$ cat config.mk
export PLATFORM = sky130hd
export DESIGN_NAME = mission_logger_scratchpad
export DESIGN_NICKNAME = d
export VERILOG_FILES = /design/src/logger_pkg.sv /design/src/mission_logger_scratchpad.sv /design/src/write_fifo.sv
export SDC_FILE = /design/constraint.sdc
export NUM_CORES = 1
export LEC_CHECK = 0
export ABC_AREA = 1
export BUFFER_PORTS_ARGS = -buffer_cell sky130_fd_sc_hd__buf_2
export CAP_MARGIN = 20
export CORE_AREA = 2 2 313 315
export CTS_CLUSTER_SIZE = 40
export DETAILED_ROUTE_END_ITERATION = 10
export DIE_AREA = 0 0 315 317
export GPL_TIMING_DRIVEN = 0
export REMOVE_ABC_BUFFERS = 1
export SETUP_SLACK_MARGIN = 0.05
export SLEW_MARGIN = 20
export SYNTH_ARGS = -nofsm -noshare
export SYNTH_HDL_FRONTEND = slang
export SYNTH_SLANG_ARGS = --single-unit
export TNS_END_PERCENT = 30
$ cat constraint.sdc
create_clock -name core_clk_i -period 5.3 [get_ports core_clk_i]
set_input_delay 0.795 -clock core_clk_i [delete_from_list [all_inputs] [get_ports core_clk_i]]
set_output_delay 0.795 -clock core_clk_i [all_outputs]
set_load 0.02 [all_outputs]
$ cat src/logger_pkg.sv
// shared constants and types for the mission logger core
package logger_pkg;
	localparam int CLK_PERIOD_NS = 8;
	localparam int SEC_NS        = 1_000_000_000;
	localparam int SEC_CYCLES    = SEC_NS / CLK_PERIOD_NS;
	localparam int MIN_SECONDS   = 60;
	localparam int ENTRIES_8BIT  = 8192;
	localparam int ENTRIES_16BIT = 4096;
	localparam logic [4:0]  SP_LAST   = 5'h1F;
	localparam logic [13:0] RATE_MIN  = 14'h0001;
	localparam logic [7:0]  BYTE_ZERO = 8'h00;
	localparam logic [7:0]  BYTE_ONES = 8'hFF;
	localparam logic [15:0] PW_LO     = 16'h0228;
	localparam logic [15:0] PW_HI     = 16'h0237;
	localparam logic [15:0] REGPG_LO  = 16'h0200;
	localparam logic [15:0] REGPG_HI  = 16'h023F;
	localparam int ES_AA   = 7;
	localparam int ES_ZERO = 6;
	localparam int ES_PF   = 5;
	localparam logic [1:0] RD_TA_LOW  = 2'h0;
	localparam logic [1:0] RD_TA_HIGH = 2'h1;
	localparam logic [1:0] RD_STATUS  = 2'h2;
	localparam logic [1:0] RD_DATA    = 2'h3;

	typedef struct packed {
		logic [15:0] addr;
		logic [7:0]  data;
	} mem_wr_t;

	typedef struct packed {
		logic        clock_oscillator_enable;
		logic        logging_enable;
		logic        rollover_enable;
		logic        high_speed_sampling;
		logic        start_on_alarm;
		logic        log_16bit;
		logic [13:0] sample_rate;
		logic [15:0] start_delay;
	} mission_cfg_t;

	typedef enum logic [2:0] {
		MS_IDLE  = 3'b000,
		MS_DELAY = 3'b001,
		MS_ARMED = 3'b010,
		MS_STAMP = 3'b011,
		MS_RUN   = 3'b100
	} mission_state_t;

	typedef enum logic [1:0] {
		LG_IDLE = 2'b00,
		LG_MSB  = 2'b01,
		LG_LSB  = 2'b10
	} log_state_t;
endpackage

$ cat src/mission_logger_scratchpad.sv
// mission logging control and scratchpad write/verify/copy path
// Summary of operation
// - log holds 8192 byte or 4096 word entries
// - word entries store high byte at lower address
// - log full: stop, or overwrite when rollover set
// - start needs valid clock, oscillator, clear, logging
// - enabled matching alarm joins conditional search
// - sample rate is 14 bits, 1 to 16383
// - high speed counts seconds, otherwise minutes
// - start sets in-progress, clears memory-cleared flag
// - immediate mode: delay, stamp, log, count both
// - alarm mode: sample, count device counter only
// - alarm sample logged uncounted; stamp next period
// - general memory writable and readable in mission
// - password locations always read as zero
// - status read-only: ending offset, bit6 zero
// - copy only when ending offset is 1Fh
// - incomplete data byte sets partial-byte flag
// - write starts at offset addr[4:0], ends 1Fh
// - accepted copy sets flag; next write clears
// - read gives address low, high, status, data
// - copy auth bytes must match; then copy
// - mission count is 24 bits, cleared by clear
// - mission blocks copy into register pages
`timescale 1ns/1ps
module mission_logger_scratchpad
	import logger_pkg::*;
#(
	parameter int          SEC_CYC  = SEC_CYCLES,
	parameter int          FIFO_DEP = 16,
	parameter logic [15:0] LOG_BASE = 16'h1000
) (
	// clock and reset
	input  wire logic         core_clk_i,
	input  wire logic         nrst_i,
	// mission setup and commands
	input  wire mission_cfg_t cfg_i,
	input  wire logic         rtc_valid_i,
	input  wire logic [31:0]  rtc_now_i,
	input  wire logic         start_mission_i,
	input  wire logic         clear_memory_i,
	// temperature converter
	output logic              conv_req_o,
	input  wire logic         conv_done_i,
	input  wire logic [15:0]  temp_i,
	input  wire logic         alarm_low_i,
	input  wire logic         alarm_high_i,
	input  wire logic         alarm_low_en_i,
	input  wire logic         alarm_high_en_i,
	// scratchpad write
	input  wire logic         sp_wr_start_i,
	input  wire logic [15:0]  sp_wr_ta_i,
	input  wire logic         sp_wr_byte_i,
	input  wire logic [7:0]   sp_wr_data_i,
	input  wire logic         sp_wr_partial_i,
	// scratchpad read and copy
	input  wire logic         sp_rd_start_i,
	input  wire logic         sp_rd_next_i,
	output logic [7:0]        sp_rd_data_o,
	output logic              sp_rd_valid_o,
	input  wire logic         copy_i,
	input  wire logic [23:0]  copy_auth_i,
	output logic              copy_busy_o,
	// memory read filter
	input  wire logic         mem_rd_valid_i,
	input  wire logic [15:0]  mem_rd_addr_i,
	input  wire logic [7:0]   mem_rd_data_i,
	output logic              rd_valid_o,
	output logic [7:0]        rd_data_o,
	// memory write port
	output logic              mem_wr_valid_o,
	output mem_wr_t           mem_wr_o,
	input  wire logic         mem_wr_ready_i,
	// status
	output logic              mission_in_progress_o,
	output logic              memory_cleared_flag_o,
	output logic [23:0]       mission_count_o,
	output logic [23:0]       device_count_o,
	output logic [31:0]       timestamp_o,
	output logic [7:0]        ending_offset_status_o,
	output logic [15:0]       target_address_o,
	output logic              search_match_o
);
	localparam int SCW = $clog2(SEC_CYC);

	mission_state_t ms_ff;
	log_state_t     lg_ff;
	logic [SCW-1:0] sec_cnt_ff;
	logic [5:0]     min_cnt_ff;
	logic           sec_tick;
	logic           min_tick;
	logic           unit_tick;
	logic [15:0]    delay_ff;
	logic [13:0]    rate_cnt_ff;
	logic [13:0]    rate;
	logic           due;
	logic           start_ok;
	logic           clear_ok;
	logic           samp;
	logic           alarm_hit;
	logic           offs_ff;
	logic [23:0]    slot;
	logic           room;
	logic [15:0]    lg_addr_ff;
	logic [7:0]     lg_lsb_ff;
	logic [7:0]     lg_msb_ff;
	logic           lg_word_ff;
	logic           low_flag_ff;
	logic           high_flag_ff;
	logic [7:0]     sp_ff [32];
	logic [4:0]     wptr_ff;
	logic           sp_full_ff;
	logic [4:0]     end_ff;
	logic           pf_ff;
	logic           aa_ff;
	logic [1:0]     rd_ph_ff;
	logic [4:0]     rd_idx_ff;
	logic           rd_done_ff;
	logic [4:0]     cp_idx_ff;
	logic           copy_ok;
	logic           reg_tgt;
	logic           fifo_valid;
	logic           fifo_ready;
	mem_wr_t        fifo_data;
	logic [7:0]     es;

	assign es = {aa_ff, 1'b0, pf_ff, end_ff};

	// time base; stops with the oscillator
	assign sec_tick  = cfg_i.clock_oscillator_enable && (sec_cnt_ff == SCW'(SEC_CYC - 1));
	assign min_tick  = sec_tick && (min_cnt_ff == 6'(MIN_SECONDS - 1));
	assign unit_tick = cfg_i.high_speed_sampling ? sec_tick : min_tick;
	// a zero rate is illegal; it runs as the fastest rate
	assign rate = (cfg_i.sample_rate == '0) ? RATE_MIN : cfg_i.sample_rate;

	always_ff @(posedge core_clk_i or negedge nrst_i) begin
		if (!nrst_i) begin
			sec_cnt_ff <= '0;
			min_cnt_ff <= '0;
		end else if (ms_ff == MS_DELAY && delay_ff == '0) begin
			// restart when the start delay ends so the first interval is a whole one
			sec_cnt_ff <= '0;
			min_cnt_ff <= '0;
		end else if (cfg_i.clock_oscillator_enable) begin
			sec_cnt_ff <= sec_tick ? '0 : sec_cnt_ff + 1'b1;
			if (sec_tick) begin
				min_cnt_ff <= min_tick ? '0 : min_cnt_ff + 1'b1;
			end
		end
	end

	assign start_ok = start_mission_i && (ms_ff == MS_IDLE) && memory_cleared_flag_o
		&& cfg_i.logging_enable && cfg_i.clock_oscillator_enable && rtc_valid_i;
	assign clear_ok = clear_memory_i && (ms_ff == MS_IDLE);
	assign due = ((ms_ff == MS_DELAY) && (delay_ff == '0))
		|| ((ms_ff >= MS_ARMED) && unit_tick && (rate_cnt_ff + 14'd1 >= rate));
	assign samp = conv_done_i && (ms_ff >= MS_ARMED);
	assign alarm_hit = (alarm_low_i && alarm_low_en_i) || (alarm_high_i && alarm_high_en_i);
	assign slot = mission_count_o + 24'(offs_ff);
	assign room = cfg_i.rollover_enable
		|| (slot < (cfg_i.log_16bit ? 24'(ENTRIES_16BIT) : 24'(ENTRIES_8BIT)));

	always_ff @(posedge core_clk_i or negedge nrst_i) begin
		if (!nrst_i) begin
			ms_ff                 <= MS_IDLE;
			delay_ff              <= '0;
			rate_cnt_ff           <= '0;
			conv_req_o            <= 1'b0;
			mission_in_progress_o <= 1'b0;
			memory_cleared_flag_o <= 1'b0;
			offs_ff               <= 1'b0;
		end else begin
			conv_req_o <= due;
			if (start_ok) begin
				mission_in_progress_o <= 1'b1;
				memory_cleared_flag_o <= 1'b0;
				delay_ff              <= cfg_i.start_delay;
				offs_ff               <= 1'b0;
				ms_ff                 <= MS_DELAY;
			end else if (clear_ok) begin
				memory_cleared_flag_o <= 1'b1;
			end
			if (ms_ff == MS_DELAY) begin
				if (delay_ff == '0) begin
					rate_cnt_ff <= '0;
					ms_ff       <= cfg_i.start_on_alarm ? MS_ARMED : MS_STAMP;
				end else if (min_tick) begin
					delay_ff <= delay_ff - 1'b1;
				end
			end else if (ms_ff != MS_IDLE && unit_tick) begin
				rate_cnt_ff <= due ? '0 : rate_cnt_ff + 1'b1;
			end
			if (samp && ms_ff == MS_ARMED && alarm_hit) begin
				offs_ff <= 1'b1;
				ms_ff   <= MS_STAMP;
			end else if (samp && ms_ff == MS_STAMP) begin
				ms_ff <= MS_RUN;
			end
		end
	end

	// counters, timestamp and alarm flags
	always_ff @(posedge core_clk_i or negedge nrst_i) begin
		if (!nrst_i) begin
			mission_count_o <= '0;
			device_count_o  <= '0;
			timestamp_o     <= '0;
			low_flag_ff     <= 1'b0;
			high_flag_ff    <= 1'b0;
			search_match_o  <= 1'b0;
		end else begin
			if (clear_ok) begin
				mission_count_o <= '0;
				timestamp_o     <= '0;
				low_flag_ff     <= 1'b0;
				high_flag_ff    <= 1'b0;
			end else if (samp) begin
				low_flag_ff    <= low_flag_ff | alarm_low_i;
				high_flag_ff   <= high_flag_ff | alarm_high_i;
				device_count_o <= device_count_o + 24'd1;
				if (ms_ff == MS_STAMP) begin
					timestamp_o <= rtc_now_i;
				end
				if (ms_ff != MS_ARMED && room) begin
					mission_count_o <= mission_count_o + 24'd1;
				end
			end
			search_match_o <= (low_flag_ff && alarm_low_en_i)
				|| (high_flag_ff && alarm_high_en_i);
		end
	end

	// log entry writer; holds while the fifo is full
	always_ff @(posedge core_clk_i or negedge nrst_i) begin
		if (!nrst_i) begin
			lg_ff      <= LG_IDLE;
			lg_addr_ff <= '0;
			lg_msb_ff  <= '0;
			lg_lsb_ff  <= '0;
			lg_word_ff <= 1'b0;
		end else begin
			case (lg_ff)
				LG_IDLE: begin
					if (samp && room && (ms_ff != MS_ARMED || alarm_hit)) begin
						lg_msb_ff  <= temp_i[15:8];
						lg_lsb_ff  <= temp_i[7:0];
						lg_word_ff <= cfg_i.log_16bit;
						lg_addr_ff <= cfg_i.log_16bit
							? LOG_BASE + {3'b000, slot[11:0], 1'b0}
							: LOG_BASE + {3'b000, slot[12:0]};
						lg_ff      <= LG_MSB;
					end
				end
				LG_MSB: begin
					if (fifo_ready) begin
						lg_ff <= lg_word_ff ? LG_LSB : LG_IDLE;
					end
				end
				LG_LSB: begin
					if (fifo_ready) begin
						lg_ff <= LG_IDLE;
					end
				end
				default: lg_ff <= LG_IDLE;
			endcase
		end
	end

	// scratchpad fill
	always_ff @(posedge core_clk_i or negedge nrst_i) begin
		if (!nrst_i) begin
			target_address_o <= '0;
			wptr_ff          <= '0;
			sp_full_ff       <= 1'b0;
			end_ff           <= '0;
			pf_ff            <= 1'b0;
		end else if (sp_wr_start_i) begin
			target_address_o <= sp_wr_ta_i;
			wptr_ff          <= sp_wr_ta_i[4:0];
			end_ff           <= sp_wr_ta_i[4:0];
			sp_full_ff       <= 1'b0;
			// a partial byte beside a new start still flags
			pf_ff            <= sp_wr_partial_i;
		end else begin
			if (sp_wr_byte_i && !sp_full_ff) begin
				end_ff     <= wptr_ff;
				sp_full_ff <= (wptr_ff == SP_LAST);
				wptr_ff    <= wptr_ff + 1'b1;
			end
			if (sp_wr_partial_i) begin
				pf_ff <= 1'b1;
			end
		end
	end

	always_ff @(posedge core_clk_i) begin
		if (sp_wr_byte_i && !sp_full_ff && !sp_wr_start_i) begin
			sp_ff[wptr_ff] <= sp_wr_data_i;
		end
	end

	// copy: auth bytes must echo the address registers
	assign reg_tgt = (target_address_o >= REGPG_LO) && (target_address_o <= REGPG_HI);
	assign copy_ok = copy_i && !copy_busy_o && !sp_wr_start_i
		&& (copy_auth_i == {target_address_o[7:0], target_address_o[15:8], es})
		&& (end_ff == SP_LAST)
		&& !(mission_in_progress_o && reg_tgt);

	always_ff @(posedge core_clk_i or negedge nrst_i) begin
		if (!nrst_i) begin
			aa_ff       <= 1'b0;
			copy_busy_o <= 1'b0;
			cp_idx_ff   <= '0;
		end else begin
			if (sp_wr_start_i) begin
				aa_ff <= 1'b0;
			end else if (copy_ok) begin
				aa_ff       <= 1'b1;
				copy_busy_o <= 1'b1;
				cp_idx_ff   <= target_address_o[4:0];
			end
			if (copy_busy_o && lg_ff == LG_IDLE && fifo_ready) begin
				cp_idx_ff <= cp_idx_ff + 1'b1;
				if (cp_idx_ff == end_ff) begin
					copy_busy_o <= 1'b0;
				end
			end
		end
	end

	// internal logging has priority over the copy
	always_comb begin
		fifo_valid = 1'b0;
		fifo_data  = '0;
		if (lg_ff == LG_MSB) begin
			fifo_valid = 1'b1;
			fifo_data  = '{addr: lg_addr_ff, data: lg_msb_ff};
		end else if (lg_ff == LG_LSB) begin
			fifo_valid = 1'b1;
			fifo_data  = '{addr: lg_addr_ff + 16'h0001, data: lg_lsb_ff};
		end else if (copy_busy_o) begin
			fifo_valid = 1'b1;
			fifo_data  = '{addr: {target_address_o[15:5], cp_idx_ff}, data: sp_ff[cp_idx_ff]};
		end
	end

	write_fifo #(
		.WIDTH ($bits(mem_wr_t)),
		.DEPTH (FIFO_DEP)
	) u_fifo (
		.core_clk_i  (core_clk_i),
		.nrst_i      (nrst_i),
		.in_valid_i  (fifo_valid),
		.in_data_i   (fifo_data),
		.in_ready_o  (fifo_ready),
		.out_valid_o (mem_wr_valid_o),
		.out_data_o  (mem_wr_o),
		.out_ready_i (mem_wr_ready_i)
	);

	// scratchpad read stream: address, status, then data
	always_ff @(posedge core_clk_i or negedge nrst_i) begin
		if (!nrst_i) begin
			rd_ph_ff      <= RD_TA_LOW;
			rd_idx_ff     <= '0;
			rd_done_ff    <= 1'b0;
			sp_rd_data_o  <= '0;
			sp_rd_valid_o <= 1'b0;
		end else begin
			sp_rd_valid_o <= sp_rd_next_i && !sp_rd_start_i;
			if (sp_rd_start_i) begin
				rd_ph_ff   <= RD_TA_LOW;
				rd_idx_ff  <= target_address_o[4:0];
				rd_done_ff <= 1'b0;
			end else if (sp_rd_next_i) begin
				case (rd_ph_ff)
					RD_TA_LOW:  sp_rd_data_o <= target_address_o[7:0];
					RD_TA_HIGH: sp_rd_data_o <= target_address_o[15:8];
					RD_STATUS:  sp_rd_data_o <= es;
					default:    sp_rd_data_o <= rd_done_ff ? BYTE_ONES : sp_ff[rd_idx_ff];
				endcase
				if (rd_ph_ff != RD_DATA) begin
					rd_ph_ff <= rd_ph_ff + 1'b1;
				end else if (!rd_done_ff) begin
					rd_done_ff <= (rd_idx_ff == SP_LAST);
					rd_idx_ff  <= rd_idx_ff + 1'b1;
				end
			end
		end
	end

	// memory read filter hides password bytes
	always_ff @(posedge core_clk_i or negedge nrst_i) begin
		if (!nrst_i) begin
			rd_valid_o <= 1'b0;
			rd_data_o  <= '0;
		end else begin
			rd_valid_o <= mem_rd_valid_i;
			rd_data_o  <= (mem_rd_addr_i >= PW_LO && mem_rd_addr_i <= PW_HI)
				? BYTE_ZERO : mem_rd_data_i;
		end
	end

	assign ending_offset_status_o = es;
endmodule

$ cat src/write_fifo.sv
// write fifo with registered output stage
`timescale 1ns/1ps
module write_fifo
	import logger_pkg::*;
#(
	parameter int WIDTH = 24,
	parameter int DEPTH = 16
) (
	// clock and reset
	input  wire logic             core_clk_i,
	input  wire logic             nrst_i,
	// fill side
	input  wire logic             in_valid_i,
	input  wire logic [WIDTH-1:0] in_data_i,
	output logic                  in_ready_o,
	// drain side
	output logic                  out_valid_o,
	output logic [WIDTH-1:0]      out_data_o,
	input  wire logic             out_ready_i
);
	localparam int AW = $clog2(DEPTH);

	logic [WIDTH-1:0] mem_ff [DEPTH];
	logic [AW-1:0]    wr_ptr_ff;
	logic [AW-1:0]    rd_ptr_ff;
	logic [AW:0]      cnt_ff;
	logic             push;
	logic             pop;

	assign in_ready_o = (cnt_ff != (AW+1)'(DEPTH));
	assign push       = in_valid_i && in_ready_o;
	// output stage refills whenever empty or consumed
	assign pop        = (cnt_ff != '0) && (!out_valid_o || out_ready_i);

	always_ff @(posedge core_clk_i) begin
		if (push) begin
			mem_ff[wr_ptr_ff] <= in_data_i;
		end
	end

	always_ff @(posedge core_clk_i or negedge nrst_i) begin
		if (!nrst_i) begin
			wr_ptr_ff <= '0;
			rd_ptr_ff <= '0;
			cnt_ff    <= '0;
		end else begin
			if (push) begin
				wr_ptr_ff <= (wr_ptr_ff == AW'(DEPTH-1)) ? '0 : wr_ptr_ff + 1'b1;
			end
			if (pop) begin
				rd_ptr_ff <= (rd_ptr_ff == AW'(DEPTH-1)) ? '0 : rd_ptr_ff + 1'b1;
			end
			cnt_ff <= cnt_ff + (AW+1)'(push) - (AW+1)'(pop);
		end
	end

	always_ff @(posedge core_clk_i or negedge nrst_i) begin
		if (!nrst_i) begin
			out_valid_o <= 1'b0;
			out_data_o  <= '0;
		end else if (pop) begin
			out_valid_o <= 1'b1;
			out_data_o  <= mem_ff[rd_ptr_ff];
		end else if (out_ready_i) begin
			out_valid_o <= 1'b0;
		end
	end
endmodule
==> results of run 1 <==
-- final timing paths --
path	from	end	slack, ns
worst max-delay path	cp_idx_ff[0]	u_fifo.mem_ff[0][7]	1.37
worst min-delay path	nrst_i	rate_cnt_ff[0]	0.04
worst max register to register	cp_idx_ff[0]	u_fifo.mem_ff[0][7]	1.37
worst min register to register	sp_rd_data_o[7]	sp_rd_data_o[7]	0.47
max in group asynchronous	nrst_i	timestamp_o[23]	3.98
min in group core_clk_i	mem_rd_valid_i	rd_valid_o	0.24
-- where the power goes --
part / internal [mW] / switching (mW) / total (mW)
Sequential: 9.27 / 0.809 / 10.1
Clock: 3.91 / 2.92 / 6.83
Combinational: 2.26 / 5.09 / 7.35
-- flip-flops by register name, indices dropped and copies added (netlist names), 16 cells and up --
name,flops
target_address_o,16
u_fifo.out_data_o,24
sp_ff,256
u_fifo.mem_ff,384
mission_count_o,24
timestamp_o,32
sec_cnt_ff,27
device_count_o,24
delay_ff,16
-- cell usage in the layout (no fill, tap or decap), types with 10 or more instances in the layout --
cell type  synthesis  routed
o22ai_1           74      74
clkbuf_1         200      25
ha_1              48      48
buf_16             0      36
nor3_1            45      44
nor2_4             2      21
nand2_1          579     578
clkinv_1          13      26
clkbuf_16          0     101
nor2_1           593     570
nor4_1            22      22
a41oi_1           26      26
xor2_1            78      78
o21ai_0          584     583
dfrtp_1          285     276
clkinv_2           0      22
a31oi_1           15      10
a21oi_1          233     232
o211ai_1          82      82
inv_1            359     355
buf_2             12     323
nand3_1          245     245
xnor2_1           29      29
o221ai_1          49      49
o21ai_1           31      31
nand4_1           40      40
edfxtp_1         640     640
-- cell families (layout without fill, tap and decap cells) --
family | Yosys count | after routing
AOI/OAI and AO/OA | 1136 | 1136
and+or+nand+nor | 1558 | 1558
muxes | 8 | 8
DFF | 925 | 925
buffers and inverters | 608 | 936
xor gates and xnor gates | 107 | 107
adders and majority gates | 49 | 49
other | 1 | 2
-- per-layer routing --
layer	wire (um)	part of all wire	track usage
met5	10	0.000079	0
met1	55000	0.43	0.351
met3	8500	0.067	0.0369
met4	3740	0.030	0.0813
met2	59400	0.47	0.397
-- area by class of cell --
| class | instances | area, um2 |
|---|---|---|
| Inverter | 375 | 1430 |
| Antenna cell | 1 | 2.50 |
| Timing Repair Buffer | 375 | 2800 |
| Clock buffer | 133 | 2720 |
| Multi-Input combinational cell | 2859 | 14800 |
| Clock inverter | 53 | 488 |
| Sequential cell | 925 | 26400 |
| Fill cell | 8660 | 46100 |
| Tap cell | 1276 | 1600 |
==> impl_metrics.toml, run 1 <==
[placed_design]
dpl.cell_count = 5810
globalplace.congestion = 0.872
place_area_mm2 = 0.0470
port_buffers = 321
post-place-ws_ns = 1.18
place_hpwl_um = 82000

[yosys]
syn_area_mm2 = 0.0432
synthMostInstantiatedCell = "edfxtp_1"
synth_simple_gate_area_share = 0.150
netlist_top_cells_area = "edfxtp_1 (44%), dfrtp_1 (17%), o21ai_0 (6.8%)"
netlist_top_cells_count = "edfxtp_1 (640), nor2_1 (593), o21ai_0 (584)"
synth_compound_area_frac = 0.148
post-synth-top-area-fraction = 0.445
warnings_synthesis = 0
fraction_of_the_yosys_area_taken_by_sequential_cells = 0.610
synth_enable_flop_cells = 640
share_of_the_synthesized_netlist_area_taken_by_xor_and_xnor_gates = 0.0217
post-synth-top-area-cell = "edfxtp_1"
ys_async_sr_fraction = 0.308
post_synth_mux_area_share = 0.00185
postSynth.topFlopCell = "edfxtp_1"
synthesis.instances = 4392
yosys.area_share.adder = 0.0144
dominant_combinational_cell_family_by_area_after_synthesis = "simple AND/OR/NAND/NOR gates"
syn_avg_cell_area_um2 = 9.84
ys_ff_latch = 925
netlist-cell-type-count = 57

[timing]
fmaxAchievable_mhz = 254
timing.final.max_slew_violations = 0
fin_worst_skew_ns = 0.0262
rsz_0062_raised_after_global_routing = "false"
worst_pin_slew_ns = 1.18
setup_tns_ns = 0
worst_hold_slack_ns = 0.0411
max_slew_margin = 0.212
post-route-period-util = 0.742
period_minus_slack_ns = 3.93
setup-violations-final = 0
hold_violations = 0
postLayoutSetupSlackWorst_ns = 1.37

[clock_network]
clock_tree.root_cell = "clkbuf_16"
cts_num_sinks = 925
htree_levels = 3
post_cts.resized_instances = 0
clockBufferDepth = 3
clock_latency_at_the_later_pin_of_the_worst_skew_pair_ns = 0.69
postCtsSetupBuffers = 0
ctsHoldBuffers = 0
cts_buf_count = 100
worst_setup_hold_path_clk_slew_ns = 0.06
cts_tree = "done"

[setup_path]
critical_path.top_delay_family = "buffers and inverters"
critical-path-max-stage-delay_ns = 0.69
crit_arrival_ns = 4.31
crit_path_start_kind = "flip-flop"
slowest_stage = "dfrtp_4"
timing.critical_path.cells = "buf_16 -> buf_16 -> inv_4 -> nor2_1 -> o211ai_1 -> nand3_1 -> nand3_1 -> nand3_1 -> a31oi_2"
reg2reg_depth = 9
critical_path_buf_inv_count = 3
crit_path_frequent_cell = "nand3_1"
critical_path_peak_fanout = 78
cp_endpoint_kind = "flip-flop"
worstSetupPathDepth = 9
timing_worst_setup_path_type = "flip-flop to flip-flop"
cp.required_ns = 5.68

[detailed_routing]
routed-via-count = 33800
drt_pre_antenna_iters = 5
vias_per_cell = 5.64
drtAntennaViolNets = 0
wl_um = 127000
wire_per_inst_um = 21.1
dr.first_iter.drc_count = 3337
drc = 0

[grt]
grt_max_degree = 115
grt_antenna_before_repair = 1
grt.overflow.total = 0
grt.total_usage = 0.249
grt_pass1_vias = 31200
grt_first_pass_wirelength_um = 190000

[power]
fin_total_pwr_mw = 24.3
power_density_mw_per_mm2 = 483
peakVddDrop_v = 0.000368
leakagePower_nw = 19.7

[die]
rows = 114
core_region_area_mm2 = 0.0963
dieArea_mm2 = 0.0999
die-height_um = 317
boundaryPins = 326
die_w_um = 315
initial_core_util = 0.449

[worst_hold_path]
hp-class = "input port to asynchronous set/reset pin"

[finish]
final_core_utilization = 0.521
finish.net_count = 4859
layout-drive-gt1-share = 0.126
area_delta_synth_final_pct = 16.1
design_area_mm2 = 0.0502
final-instance-count-excl-fill = 5997

[job]
cap_viol_max_count = 0

[outcome]
run_status = "finished, final reports clean"
Note: power is estimated with default switching activity, not from simulation.
==> run 2: changes to the inputs <==
Clock period 5.3 ns to 3.4 ns, I/O delays scaled along.
==> impl_metrics.toml, run 2 (same netlist as run 1, synthesis figures left out) <==
[detailed_routing]
wire_per_inst_um = 21.5
vias_per_cell = 5.68
routed-via-count = 34200
dr.first_iter.drc_count = 3476
drtAntennaViolNets = 0
wl_um = 129000
drt_pre_antenna_iters = 7
drc = 0

[placed_design]
globalplace.congestion = 0.872
place_area_mm2 = 0.0470
post-place-ws_ns = -0.719
dpl.cell_count = 5810
place_hpwl_um = 82000
port_buffers = 321

[clock_network]
htree_levels = 3
clockBufferDepth = 3
cts_tree = "done"
clock_tree.root_cell = "clkbuf_16"
worst_setup_hold_path_clk_slew_ns = 0.06
cts_num_sinks = 925
clock_latency_at_the_later_pin_of_the_worst_skew_pair_ns = 0.69
cts_buf_count = 100

[grt]
grt_pass1_vias = 31400
grt_first_pass_wirelength_um = 192000
grt_antenna_before_repair = 2
grt.overflow.total = 0
grt.total_usage = 0.251
grt_max_degree = 115

[power]
seq_pwr_share = 0.409
swShare = 0.366
power.share.clock = 0.279
peakVddDrop_v = 0.000569
fin_total_pwr_mw = 38.3
switching_component_of_the_power_mw = 14.0
intPower_mw = 24.3
leakagePower_nw = 19.9
power_density_mw_per_mm2 = 757
comb_power_share = 0.312

[timing]
max_slew_margin = 0.233
rsz_0062_raised_after_global_routing = "false"
worst_pin_slew_ns = 1.15
fmaxAchievable_mhz = 312
hold_violations = 0
post-route-period-util = 0.942
timing.final.max_slew_violations = 0
setup-violations-final = 0
postLayoutSetupSlackWorst_ns = 0.197
setup_tns_ns = 0
fin_worst_skew_ns = 0.0295
period_minus_slack_ns = 3.20
worst_hold_slack_ns = 0.0445

[worst_hold_path]
hp-class = "input port to flip-flop"
min-delay-start = "mem_rd_data_i[4]"

[finish]
regMostFlops = "u_fifo.mem_ff"
layout-drive-gt1-share = 0.132
layout.cells.most_common = "edfxtp_1"
largest_register_ff_count = 384
layout.cells.most_common_list = "edfxtp_1 (640), o21ai_0 (583), nand2_1 (576)"
top_regs = "u_fifo.mem_ff: 384 flops, sp_ff: 256 flops, timestamp_o: 32 flops"
finish.net_count = 4882
design_area_mm2 = 0.0506
antenna_cells = 0
fillerInstances = 8616
final-instance-count-excl-fill = 6019
area_delta_synth_final_pct = 17.0
final_core_utilization = 0.525

[setup_path]
cp.required_ns = 3.78
slowest_stage = "nor2_4"
timing_worst_setup_path_type = "flip-flop to flip-flop"
critical_path_buf_inv_count = 5
worstReg2RegStart = "lg_ff[0]"
crit_path_start_kind = "flip-flop"
timing.critical_path.cells = "inv_1 -> nor2_4 -> clkinvlp_4 -> nand2_1 -> o21ai_0 -> clkinv_1 -> nand2_1 -> nor2_4 -> buf_16 -> buf_16"
critical_path_peak_fanout = 15
cp_endpoint_kind = "flip-flop"
critical_path.top_delay_family = "simple AND/OR/NAND/NOR gates"
critical-path-max-stage-delay_ns = 0.47
crit_arrival_ns = 3.58
crit_path_start = "lg_ff[0]"

[die]
initial_core_util = 0.449
rows = 114
boundaryPins = 326
die-height_um = 317
dieArea_mm2 = 0.0999
core_region_area_mm2 = 0.0963
die_w_um = 315

[outcome]
run_status = "finished, final reports clean"

[job]
cap_viol_max_count = 0
## run 2: layout make-up
cell class | count | area (um2) | area share
timing repair inverter | 1 | 5.00 | 0.0000990
sequential | 925 | 26400 | 0.522
clock inverter | 53 | 488 | 0.00965
multi-input combinational | 2861 | 14900 | 0.294
timing repair buffer | 395 | 3090 | 0.0611
inverter | 375 | 1450 | 0.0286
tap | 1276 | 1600 | 0.0316
clock buffer | 133 | 2720 | 0.0537
## run 2: worst paths after layout
path	endpoint	slack, ns	depth (start not counted)
min in group asynchronous	rate_cnt_ff[0]	0.34	2
worst max-delay path	u_fifo.mem_ff[14][0]	0.20	10
worst min register to register	sp_rd_data_o[7]	0.47	2
max in group asynchronous	timestamp_o[23]	1.78	4
worst min-delay path	rd_data_o[4]	0.04	3
worst max register to register	u_fifo.mem_ff[14][0]	0.20	10
## run 2: metal layers
layer / GRT usage / up-vias / wire length [um]
met2: 0.400 / 1343 / 60700
li1: - / 16000 / -
met1: 0.354 / 16600 / 55200
met4: 0.0841 / 2 / 3910
met5: 0 / - / 10
met3: 0.0368 / 233 / 9300
## run 2: worst min-delay path: cells and delay by family
family | cells | cell delay, ns
and+or+nand+nor | 1 | 0.03
buffers and inverters | 2 | 0.13
## run 2: repair_timing
action	4_1_cts	5_1_grt
hold buffers	3	0
endpoints found under the hold margin	63	0
buffers inserted	11	4
gates resized for setup	13	13
pin swaps	9	6
endpoints found under the setup margin	534	218
gates cloned	2	3
## run 2: power by group through the flow
| stage | Sequential (mW) | Combinational [mW] | Clock, mW |
|---|---|---|---|
| finish | 15.6 | 12.0 | 10.7 |
| global route | 15.8 | 13.1 | 11.3 |
| CTS | 15.6 | 11.7 | 10.8 |
| detailed placement | 15.9 | 11.4 | 0 |
| global placement | 16.7 | 9.25 | 0 |
| floorplan | 16.2 | 5.83 | 0 |
